### src/inc/tpm_pkg.sv
// Constants, carriers and decode helpers for the timer pin mode select block
package tpm_pkg;
    // Widths
    localparam int CNT_W = 16;
    localparam int PIN_CNT = 3;
    // Register offsets (8-bit plain port)
    localparam logic [2:0] OFS_CH0_CTRL_HIGH = 3'h0;
    localparam logic [2:0] OFS_CH0_CTRL_LOW = 3'h1;
    localparam logic [2:0] OFS_CH1_CTRL = 3'h2;
    localparam logic [2:0] OFS_CH2_CTRL = 3'h3;
    localparam logic [2:0] OFS_MODE_CTRL = 3'h4;
    localparam logic [2:0] OFS_PIN_STATUS = 3'h5;
    // Reset values
    localparam logic [7:0] RST_CTRL = 8'h00;
    localparam logic [7:0] RST_MODE = 8'h00;
    // Field positions in the mode control register
    localparam int POS_BUFFER_MODE_A = 0;
    localparam int POS_PRESCALE_LSB = 4;
    localparam int POS_PRESCALE_MSB = 6;
    localparam logic [2:0] PRESCALE_UNDIVIDED = 3'h0;
    // Pin status field positions
    localparam int POS_LEVEL_LSB = 0;
    localparam int POS_OE_N_LSB = 4;
    // Pin indices
    localparam int PIN_CH0_A = 0;
    localparam int PIN_CH0_C = 1;
    localparam int PIN_CH1_A = 2;

    // Pin drive carrier: level and active-low output enable
    typedef struct packed {
        logic level;
        logic oe_n;
    } tpm_pin_drv_t;

    // Capture result carrier
    typedef struct packed {
        logic pulse;
        logic [CNT_W-1:0] value;
    } tpm_capture_t;

    // Field is in compare mode
    function automatic logic is_compare(input logic [3:0] f);
        return f[3] == 1'b0;
    endfunction

    // Field is capture from another source
    function automatic logic is_ext_capture(input logic [3:0] f);
        return f[3:2] == 2'b11;
    endfunction
endpackage

### src/logic/tpm_sync2.sv
// Two-stage synchroniser for the timer pins
`timescale 1ns/10ps
module tpm_sync2 (
    // Clock and reset
    input wire logic clk_in,
    input wire logic sys_rst_in,
    // Raw and synchronised pins
    input wire logic [tpm_pkg::PIN_CNT-1:0] raw_in,
    output logic [tpm_pkg::PIN_CNT-1:0] sync_out
);
    typedef struct packed {
        logic [tpm_pkg::PIN_CNT-1:0] s1;
        logic [tpm_pkg::PIN_CNT-1:0] s2;
    } tpm_sync_state_t;

    tpm_sync_state_t s_reg;
    tpm_sync_state_t s_next;

    // First stage feeds only the second
    always_comb begin
        s_next.s1 = raw_in;
        s_next.s2 = s_reg.s1;
    end

    always_ff @(posedge clk_in) begin
        if (sys_rst_in) begin
            s_reg <= '0;
        end else begin
            s_reg <= s_next;
        end
    end

    assign sync_out = s_reg.s2;
endmodule // tpm_sync2

### src/logic/tpm_pin_unit.sv
// One compare/capture pin: mode decode, pin drive and counter capture
`timescale 1ns/10ps
module tpm_pin_unit (
    // Clock and reset
    input wire logic clk_in,
    input wire logic sys_rst_in,
    // Mode field
    input wire logic [3:0] field_in,
    input wire logic field_wr_in,
    input wire logic enable_in,
    // Event sources
    input wire logic pin_sync_in,
    input wire logic match_in,
    input wire logic ext_event_in,
    input wire logic [tpm_pkg::CNT_W-1:0] count_in,
    // Results
    output tpm_pkg::tpm_pin_drv_t pin_out,
    output logic event_out,
    output tpm_pkg::tpm_capture_t cap_out
);
    typedef struct packed {
        tpm_pkg::tpm_pin_drv_t drv;
        logic pin_prev;
        logic event_p;
        tpm_pkg::tpm_capture_t cap;
    } tpm_unit_state_t;

    tpm_unit_state_t s_reg;
    tpm_unit_state_t s_next;
    logic cmp_on;
    logic rise;
    logic fall;
    logic cap_hit;

    // Decode of the field
    always_comb begin
        cmp_on = tpm_pkg::is_compare(field_in) && (field_in[1:0] != 2'b00);
        rise = pin_sync_in && !s_reg.pin_prev;
        fall = !pin_sync_in && s_reg.pin_prev;
        cap_hit = 1'b0;
        if (field_in[3:2] == 2'b10) begin
            if (field_in[1]) begin
                cap_hit = rise || fall;
            end else if (field_in[0]) begin
                cap_hit = fall;
            end else begin
                cap_hit = rise;
            end
        end else if (tpm_pkg::is_ext_capture(field_in)) begin
            cap_hit = ext_event_in;
        end
        cap_hit = cap_hit && enable_in;
    end

    // Next state: a fresh write wins over a match in the same cycle
    always_comb begin
        s_next = s_reg;
        s_next.pin_prev = pin_sync_in;
        s_next.drv.oe_n = !cmp_on;
        s_next.event_p = cap_hit || (cmp_on && match_in && enable_in);
        s_next.cap.pulse = cap_hit;
        if (cap_hit) begin
            s_next.cap.value = count_in;
        end
        if (field_wr_in && cmp_on) begin
            s_next.drv.level = field_in[2];
        end else if (cmp_on && match_in && enable_in) begin
            unique case (field_in[1:0])
                2'b01: s_next.drv.level = 1'b0;
                2'b10: s_next.drv.level = 1'b1;
                2'b11: s_next.drv.level = !s_reg.drv.level;
                default: s_next.drv.level = s_reg.drv.level;
            endcase
        end
    end

    always_ff @(posedge clk_in) begin
        if (sys_rst_in) begin
            s_reg <= '{drv: '{level: 1'b0, oe_n: 1'b1}, default: '0};
        end else begin
            s_reg <= s_next;
        end
    end

    assign pin_out = s_reg.drv;
    assign event_out = s_reg.event_p;
    assign cap_out = s_reg.cap;
endmodule // tpm_pin_unit

### src/logic/tpm_top.sv
// Timer pin mode select: registers, pin sync and three compare/capture pins
//
// Functional notes
// - Field 00xx with nonzero low bits makes a compare register whose pin starts low.
// - Field 01xx starts the pin high, and low bits 00 turn the pin output off.
// - Compare mode with low bits 01 drives the pin low on each match.
// - Compare mode with low bits 10 drives the pin high on each match.
// - Compare mode with low bits 11 inverts the pin on each match.
// - Field 10xx makes a capture register fed by its own pin.
// - Pin capture with low bits 00 latches the counter on a rising edge.
// - Pin capture with low bits 01 latches the counter on a falling edge.
// - Pin capture with bit 1 set latches the counter on both edges.
// - Channel 0 field 11xx captures on every count step of channel 1.
// - That count capture never fires while channel 1 prescale select is 000.
// - With buffer mode A set, channel 0 register C makes no capture or compare event.
// - Channel 1 register A field 11xx captures on each channel 0 register A capture, or match while its pin output is on.
`timescale 1ns/10ps
module tpm_top (
    // Clock and reset
    input wire logic clk_in,
    input wire logic sys_rst_in,
    // Register port
    input wire logic [2:0] addr_in,
    input wire logic [7:0] wr_data_in,
    input wire logic wr_en_in,
    input wire logic rd_en_in,
    output logic [7:0] rd_data_out,
    // Counter side strobes and values
    input wire logic ch0_match_a_in,
    input wire logic ch0_match_c_in,
    input wire logic ch1_match_a_in,
    input wire logic ch1_count_step_in,
    input wire logic [tpm_pkg::CNT_W-1:0] ch0_counter_in,
    input wire logic [tpm_pkg::CNT_W-1:0] ch1_counter_in,
    // Timer pins, split into input, output and active-low enable
    input wire logic ch0_pin_a_in,
    input wire logic ch0_pin_c_in,
    input wire logic ch1_pin_a_in,
    output logic ch0_pin_a_out,
    output logic ch0_pin_a_oe_n_out,
    output logic ch0_pin_c_out,
    output logic ch0_pin_c_oe_n_out,
    output logic ch1_pin_a_out,
    output logic ch1_pin_a_oe_n_out,
    // Capture results
    output tpm_pkg::tpm_capture_t ch0_cap_a_out,
    output tpm_pkg::tpm_capture_t ch0_cap_c_out,
    output tpm_pkg::tpm_capture_t ch1_cap_a_out
);
    typedef struct packed {
        logic [7:0] ch0_pin_control_high;
        logic [7:0] ch0_pin_control_low;
        logic [7:0] ch1_pin_control;
        logic [7:0] ch2_pin_control;
        logic [7:0] mode_ctrl;
        logic [tpm_pkg::PIN_CNT-1:0] field_wr;
        logic [7:0] rd_data;
    } tpm_top_state_t;

    tpm_top_state_t s_reg;
    tpm_top_state_t s_next;
    logic [tpm_pkg::PIN_CNT-1:0] pin_sync;
    tpm_pkg::tpm_pin_drv_t drv [tpm_pkg::PIN_CNT];
    logic [tpm_pkg::PIN_CNT-1:0] evt;
    logic buffer_mode_a;
    logic [2:0] ch1_prescale_sel;
    logic ch1_count_ok;
    logic [7:0] pin_status;

    // Mode bits that steer the pin units
    assign buffer_mode_a = s_reg.mode_ctrl[tpm_pkg::POS_BUFFER_MODE_A];
    assign ch1_prescale_sel = s_reg.mode_ctrl[tpm_pkg::POS_PRESCALE_MSB:tpm_pkg::POS_PRESCALE_LSB];
    // Undivided clock makes every cycle a step, so count capture is off
    assign ch1_count_ok = ch1_count_step_in &&
        (ch1_prescale_sel != tpm_pkg::PRESCALE_UNDIVIDED);

    // Live pin state for software
    always_comb begin
        pin_status = 8'h00;
        for (int i = 0; i < tpm_pkg::PIN_CNT; i++) begin
            pin_status[tpm_pkg::POS_LEVEL_LSB + i] = drv[i].level;
            pin_status[tpm_pkg::POS_OE_N_LSB + i] = drv[i].oe_n;
        end
    end

    // Register writes and reads; unmapped reads return zero
    always_comb begin
        s_next = s_reg;
        s_next.field_wr = '0;
        s_next.rd_data = 8'h00;
        if (wr_en_in) begin
            unique case (addr_in)
                tpm_pkg::OFS_CH0_CTRL_HIGH: begin
                    s_next.ch0_pin_control_high = wr_data_in;
                    s_next.field_wr[tpm_pkg::PIN_CH0_A] = 1'b1;
                end
                tpm_pkg::OFS_CH0_CTRL_LOW: begin
                    s_next.ch0_pin_control_low = wr_data_in;
                    s_next.field_wr[tpm_pkg::PIN_CH0_C] = 1'b1;
                end
                tpm_pkg::OFS_CH1_CTRL: begin
                    s_next.ch1_pin_control = wr_data_in;
                    s_next.field_wr[tpm_pkg::PIN_CH1_A] = 1'b1;
                end
                tpm_pkg::OFS_CH2_CTRL: s_next.ch2_pin_control = wr_data_in;
                tpm_pkg::OFS_MODE_CTRL: s_next.mode_ctrl = wr_data_in;
                default: s_next.field_wr = '0;
            endcase
        end
        if (rd_en_in) begin
            unique case (addr_in)
                tpm_pkg::OFS_CH0_CTRL_HIGH: s_next.rd_data = s_reg.ch0_pin_control_high;
                tpm_pkg::OFS_CH0_CTRL_LOW: s_next.rd_data = s_reg.ch0_pin_control_low;
                tpm_pkg::OFS_CH1_CTRL: s_next.rd_data = s_reg.ch1_pin_control;
                tpm_pkg::OFS_CH2_CTRL: s_next.rd_data = s_reg.ch2_pin_control;
                tpm_pkg::OFS_MODE_CTRL: s_next.rd_data = s_reg.mode_ctrl;
                tpm_pkg::OFS_PIN_STATUS: s_next.rd_data = pin_status;
                default: s_next.rd_data = 8'h00;
            endcase
        end
    end

    always_ff @(posedge clk_in) begin
        if (sys_rst_in) begin
            s_reg <= '{mode_ctrl: tpm_pkg::RST_MODE, rd_data: 8'h00,
                field_wr: '0, default: tpm_pkg::RST_CTRL};
        end else begin
            s_reg <= s_next;
        end
    end

    assign rd_data_out = s_reg.rd_data;

    // Pins cross into the clock domain before any decode
    tpm_sync2 u_sync (
        .clk_in(clk_in),
        .sys_rst_in(sys_rst_in),
        .raw_in({ch1_pin_a_in, ch0_pin_c_in, ch0_pin_a_in}),
        .sync_out(pin_sync)
    );

    // Channel 0 register A, count capture from channel 1
    tpm_pin_unit u_ch0_a (
        .clk_in(clk_in),
        .sys_rst_in(sys_rst_in),
        .field_in(s_reg.ch0_pin_control_high[3:0]),
        .field_wr_in(s_reg.field_wr[tpm_pkg::PIN_CH0_A]),
        .enable_in(1'b1),
        .pin_sync_in(pin_sync[tpm_pkg::PIN_CH0_A]),
        .match_in(ch0_match_a_in),
        .ext_event_in(ch1_count_ok),
        .count_in(ch0_counter_in),
        .pin_out(drv[tpm_pkg::PIN_CH0_A]),
        .event_out(evt[tpm_pkg::PIN_CH0_A]),
        .cap_out(ch0_cap_a_out)
    );

    // Channel 0 register C, silenced while it serves as buffer
    tpm_pin_unit u_ch0_c (
        .clk_in(clk_in),
        .sys_rst_in(sys_rst_in),
        .field_in(s_reg.ch0_pin_control_low[3:0]),
        .field_wr_in(s_reg.field_wr[tpm_pkg::PIN_CH0_C]),
        .enable_in(!buffer_mode_a),
        .pin_sync_in(pin_sync[tpm_pkg::PIN_CH0_C]),
        .match_in(ch0_match_c_in),
        .ext_event_in(ch1_count_ok),
        .count_in(ch0_counter_in),
        .pin_out(drv[tpm_pkg::PIN_CH0_C]),
        .event_out(evt[tpm_pkg::PIN_CH0_C]),
        .cap_out(ch0_cap_c_out)
    );

    // Channel 1 register A, chained to channel 0 register A events
    tpm_pin_unit u_ch1_a (
        .clk_in(clk_in),
        .sys_rst_in(sys_rst_in),
        .field_in(s_reg.ch1_pin_control[3:0]),
        .field_wr_in(s_reg.field_wr[tpm_pkg::PIN_CH1_A]),
        .enable_in(1'b1),
        .pin_sync_in(pin_sync[tpm_pkg::PIN_CH1_A]),
        .match_in(ch1_match_a_in),
        .ext_event_in(evt[tpm_pkg::PIN_CH0_A]),
        .count_in(ch1_counter_in),
        .pin_out(drv[tpm_pkg::PIN_CH1_A]),
        .event_out(evt[tpm_pkg::PIN_CH1_A]),
        .cap_out(ch1_cap_a_out)
    );

    // Pin drivers come straight from the unit flip-flops
    assign ch0_pin_a_out = drv[tpm_pkg::PIN_CH0_A].level;
    assign ch0_pin_a_oe_n_out = drv[tpm_pkg::PIN_CH0_A].oe_n;
    assign ch0_pin_c_out = drv[tpm_pkg::PIN_CH0_C].level;
    assign ch0_pin_c_oe_n_out = drv[tpm_pkg::PIN_CH0_C].oe_n;
    assign ch1_pin_a_out = drv[tpm_pkg::PIN_CH1_A].level;
    assign ch1_pin_a_oe_n_out = drv[tpm_pkg::PIN_CH1_A].oe_n;
endmodule // tpm_top

### config.mk
export PLATFORM = sky130hd
export DESIGN_NAME = tpm_top
export DESIGN_NICKNAME = d
export VERILOG_FILES = /design/src/inc/tpm_pkg.sv /design/src/logic/tpm_sync2.sv /design/src/logic/tpm_pin_unit.sv /design/src/logic/tpm_top.sv
export SDC_FILE = /design/constraint.sdc
export NUM_CORES = 1
export LEC_CHECK = 0
export CORE_MARGIN = 3
export CORE_UTILIZATION = 58
export CTS_BUF_LIST = sky130_fd_sc_hd__clkbuf_16
export DETAILED_ROUTE_END_ITERATION = 12
export DONT_BUFFER_PORTS = 1
export PLACE_DENSITY = 0.85
export SYNTH_ARGS = -nofsm -noshare
export SYNTH_HDL_FRONTEND = slang
export SYNTH_SLANG_ARGS = --single-unit
### constraint.sdc
create_clock -name clk_in -period 5 [get_ports clk_in]
set_clock_uncertainty 0.2 [all_clocks]
set_input_delay 0.25 -clock clk_in [delete_from_list [all_inputs] [get_ports clk_in]]
set_output_delay 0.25 -clock clk_in [all_outputs]
set_load 0.05 [all_outputs]
Yosys cells after proc, flatten, opt, wreduce, memory -nomap -nowiden
Cells that the tools add are included.
- register bits: 118
- input port bits: 54
- output and inout bits: 65
- word-level logic and storage cells: 131
- equal/unequal tests: 20
- mux-type cells: 25
- bitwise gates (word level): 5
- reduce and logical (&&, ||, !) cells: 56
- operators with widths (cell ; count):
    $pmux W8 S6 ; 1
    $eq A2 B2 Y1 const B ; 12
    $mux W1 ; 21
    $logic_and A1 B1 Y1 ; 18
    $reduce_and A2 Y1 ; 8
    $logic_not A1 Y1 ; 13
    $reduce_bool A2 Y1 ; 6
    $reduce_bool A4 Y1 ; 3
    $pmux W1 S3 ; 3
    $eq A2 B1 Y1 const B ; 3
    $eq A3 B2 Y1 const B ; 2
    $eq A3 B3 Y1 const B ; 2
    $not A1 Y1 ; 5
    $logic_or A1 B1 Y1 ; 4
    $reduce_or A2 Y1 ; 2
    $eq A3 B1 Y1 const B ; 1
    $logic_not A3 Y1 ; 1
    $reduce_bool A3 Y1 ; 1

Depth between registers and ports, before layout
- depth after elaboration: 6
- mapped depth: 8
- gate-level depth less buffers: 6

Hierarchy
Synthesis repeated with hierarchy kept, for this count alone.
- cell total of the unflattened synthesis: 624
- area total of the unflattened synthesis: 5715.5 um^2
- by module, submodules not included (module ; instances ; cells an instance ; area an instance (um^2) ; sequential area each (um^2)):
    tpm_top ; 1 ; 252 ; 2268.4 ; 1021.0
    tpm_pin_unit (u_ch0_c ...) ; 2 ; 122 ; 1082.3 ; 420.4
    tpm_pin_unit (u_ch0_a) ; 1 ; 116 ; 1124.8 ; 420.4
    tpm_sync2 ; 1 ; 12 ; 157.7 ; 120.1

Worst setup path after synthesis
Ideal clock, no wire load.
- kind: register -> register
- from: register u_ch1_a.s_reg[18] in the netlist's numbering
- to: register u_ch1_a.s_reg, in the netlist u_ch1_a.cap_out[12]
- library setup time: 128 ps
- arrival: 1628 ps
- data required time: 4672 ps
- setup slack: 3044 ps
- stages on the path, launching flop included: 8
- path buffers: 1
- clock period less this slack: 1956 ps
- path through: dfxtp_1 -> inv_1 -> ha_1 -> or3b_1 -> a21boi_2 -> buf_4 -> o22a_1 -> nor2_1
- cells in the longest elaborated chain, start to end: 5
- elaborated cells on any way between the ends: 7
- those cells by class: 3 x mux; 4 x reduce/logical
- RTL lines (element ; line ; source):
    start: declaration ; tpm_pin_unit.sv:28 ; tpm_unit_state_t s_reg;
    start signal: assignment ; tpm_pin_unit.sv:81 ; s_reg <= s_next;
    $logic_not A1 Y1 ; tpm_pin_unit.sv:38 ; rise = pin_sync_in && !s_reg.pin_prev;
    $logic_and A1 B1 Y1 ; tpm_pin_unit.sv:38 ;
    $mux W1 or $logic_or A1 B1 Y1 (tied branches) ; tpm_pin_unit.sv:44, tpm_pin_unit.sv:43 ;
    $mux W1 (*) ; tpm_pin_unit.sv:42 ; if (field_in[1]) begin
    $mux W1 (*) ; tpm_pin_unit.sv:41 ; if (field_in[3:2] == 2'b10) begin
Every way passes the cells marked *; elsewhere a longest branch is shown, timed or not.
A chain may end at the register's enable or synchronous reset.

Worst setup path after layout
- from: register s_reg[30] in the netlist's numbering
- to: register u_ch1_a.s_reg, in the netlist u_ch1_a.cap_out[6]
- cells in the longest elaborated chain, start to end: 3
- elaborated cells on any way between the ends: 4
- those cells by class: 2 x eq/ne; 2 x mux
- RTL lines (element ; line ; source):
    start: declaration ; tpm_top.sv:60 ; tpm_top_state_t s_reg;
    start signal: assignment ; tpm_top.sv:125 ; s_reg <= '{mode_ctrl: tpm_pkg::RST_MODE, rd_data: 8'h00,
    start signal: assignment ; tpm_top.sv:128 ; s_reg <= s_next;
    $eq A2 B2 Y1 ; tpm_pkg.sv:48 ; return f[3:2] == 2'b11;
    $mux W1 ; tpm_pin_unit.sv:49 ; end else if (tpm_pkg::is_ext_capture(field_in)) begin
    $mux W1 (*) ; tpm_pin_unit.sv:41 ;
Marked as above.

==> impl_metrics.tcl <==
set metrics [dict create \
    worstPathRequired_ps 5070 \
    area_growth_pct 11.9 \
    critPathBufInv 0 \
    yosysWarningCount 0 \
    synth-adder-area-share 0.0138 \
    grtUsageTotal 0.247 \
    reg2reg_from "s_reg[30]" \
    power_density_nw_per_um2 368 \
    hold_viol_final 0 \
    postPlaceCellArea_sq_um 4990 \
    postSynthAreaPerCell_sq_um 8.79 \
    wl_per_cell_microns 18.2 \
    critPathKind "reg -> reg" \
    first_pass_iters 5 \
    synth_simple_gate_area_share 0.210 \
    fmax_mhz 421 \
    dp_hpwl_microns 7920 \
    final_nets 657 \
    start_util 0.610 \
    synthesis.nets 680 \
    cp-startpoint "s_reg[30]" \
    grt_first_pass_wirelength_microns 20400 \
    first_global_vias 4321 \
    cts.reportedPaths.clkPinSlew_ps 60 \
    ioPinCount 119 \
    critPathTopFamily "flip-flops" \
    cp_slowest_cell "dfxtp_1" \
    clk_path_buf_depth 2 \
    drt_iter0_drc 345 \
    cts.repair.resized 0 \
    via_per_inst 5.81 \
    row_count 34 \
    setup_violations 0 \
    via_count 4171 \
    critPathMaxFanout 24 \
    routed_wirelength_microns 13000 \
    die_height_microns 103 \
    die_area_sq_um 10600 \
    synth_edf_count 0 \
    status "complete, no violations" \
    core_area_sq_um 8930 \
    route.detailed.drc 0 \
    endpoint_kind "flop" \
    rsz0062_at_grt "no" \
    drive_gt1_frac 0.0934 \
    worst_slew_pin_slew_ps 1130 \
    worstHoldStart "addr_in[0]" \
    slowest_delay_ps 900 \
    clk_latency_ps 400 \
    antenna_found_initial 1 \
    diodes 0 \
    numCtsBuffers 17 \
    largest_register_ffs 39 \
    slew_headroom 0.247 \
    netlist_instances 620 \
    worstSetupStartpointType "flop" \
    synth_top_area_cell "dfxtp_1" \
    cts_root_buf "clkbuf_16" \
    arrival_ps 2450 \
    die_w_microns 103 \
    synth_top_family_by_area "simple AND/OR/NAND/NOR gates" \
    cp_cell_sequence "or3b_1 > o21ai_0 > o22a_1 > nor2_1" \
    yosys.area_share.xor_xnor 0 \
    final_max_slew_viol_count 0 \
    cts.sinks 118 \
    routabilityCongestion 0.885 \
    final_cell_area_sq_um 6100 \
    ys_async_sr_fraction 0 \
    layout_commonest_cell "dfxtp_1" \
    nFillCells 682 \
    synth_seq_area_share 0.434 \
    post_cts.repair.setup_buffers 0 \
    ir_drop_v 0.000235 \
    tns_ps 0 \
    cts_tree "done" \
    htree_levels 4 \
    leakage_nw 2.07 \
    synth_ff_type "dfxtp_1" \
    synth_top_area_share 0.434 \
    period_minus_slack_ps 2370 \
    hold_path.class "in -> reg" \
    synth.top_cells.by_area "dfxtp_1, buf_4, nand2_1, mux2i_1, nand2b_1" \
    finalCritPeriodShare 0.475 \
    grt_overflow_total 0 \
    synthMuxAreaShare 0.0930 \
    synth_cell_types 49 \
    netlist_area_sq_um 5450 \
    final_cell_mix "dfxtp_1, nand2_1, nand2b_1, dlygate4sd3_1, a21oi_1" \
    yosys_register_bits 118 \
    cap_violations 0 \
    synth-compound-area-share 0.133 \
    grt_max_degree 127 \
    ant_nets 0 \
    port-buffer-count 0 \
]
==> cell type report <==
| cell class | count | area (sq um) | share of cell area |
|---|---|---|---|
| flip-flops and latches | 118 | 2360 | 0.387 |
| clock inverters | 15 | 144 | 0.0236 |
| repair buffers | 52 | 538 | 0.0882 |
| inverters | 9 | 33.8 | 0.00554 |
| multi-input cells | 399 | 2460 | 0.403 |
| well taps | 108 | 135 | 0.0222 |
| clock buffers | 17 | 425 | 0.0698 |
==> path summary, 6_finish.rpt <==
kind / end / slack [ps] / cells after the start
setup / recovery: u_ch1_a.cap_out[6] / 2630 / 4
hold reg to reg: u_sync.sync_out[0] / 240 / 1
hold / removal: rd_data_out[7] / 6 / 3
setup reg to reg: u_ch1_a.cap_out[6] / 2630 / 4
==> repair_timing <==
action / CTS / global route
hold buffers: 52 / 0
endpoints found under the hold margin: 118 / 0
setup endpoints to repair: 0 / 0
==> per-stage QoR <==
stage / instances / setup WS, ps / utilization / hold WS [ps] / power (W)
finish: 718 / 2630 / 0.682 / 6.45 / 0.00225
global route: 718 / 2480 / 0.682 / 16.2 / 0.00232
CTS: 718 / 2650 / 0.682 / 3.60 / 0.00225
detailed placement: 634 / 2660 / 0.559 / 126 / 0.00106
global placement: 634 / 2770 / 0.559 / 130 / 0.00106
floorplan: 620 / 3040 / - / 178 / 0.00107
==> layer usage <==
| layer | global-route usage | vias up | wire length, microns |
|---|---|---|---|
| li1 | - | 1977 | - |
| met1 | 0.278 | 1964 | 4950 |
| met2 | 0.434 | 203 | 6550 |
| met3 | 0.0853 | 25 | 1270 |
| met4 | 0.0847 | 2 | 267 |
| met5 | 0 | - | 7 |
==> cell families (layout without fill, tap and decap cells) <==
| kind of cell | count (synthesis) | in the layout |
|---|---|---|
| AND/OR/NAND/NOR | 236 | 236 |
| flip-flops | 118 | 118 |
| AO/OA/AOI/OAI | 109 | 109 |
| buffers and inverters | 103 | 93 |
| multiplexers | 48 | 48 |
| adder cells (fa/ha/maj) | 6 | 6 |
==> Yosys cell counts (all sizes together) (2+ instances only) <==
master / count
dfxtp: 118
nand2: 103
buf: 70
nand2b: 51
a21oi: 45
mux2i: 39
nor2: 37
clkbuf: 23
o21ai: 19
nor2b: 17
o22a: 17
inv: 9
mux2: 8
a22oi: 6
ha: 6
nand3: 5
a221oi: 4
nand3b: 4
a211oi: 3
and2: 3
and3: 3
nor3: 3
nor3b: 3
o21ba: 2
o221ai: 2
o2bb2ai: 2
or3: 2
or3b: 2
==> worst reg2reg max path, cell delays in order, from the launching register on <==
cell and delay [ps]:
dfxtp_1 900, or3b_1 660, o21ai_0 280, o22a_1 170, nor2_1 40
==> where the power goes <==
| group | total [W] | switching [W] | internal, W |
|---|---|---|---|
| clock | 0.00115 | 0.000456 | 0.000692 |
| combinational | 0.000122 | 0.0000633 | 0.0000589 |
| sequential | 0.000975 | 0.0000213 | 0.000954 |
| total | 0.00225 | 0.000541 | 0.00170 |
No activity file was read; power rests on OpenSTA's default activity.
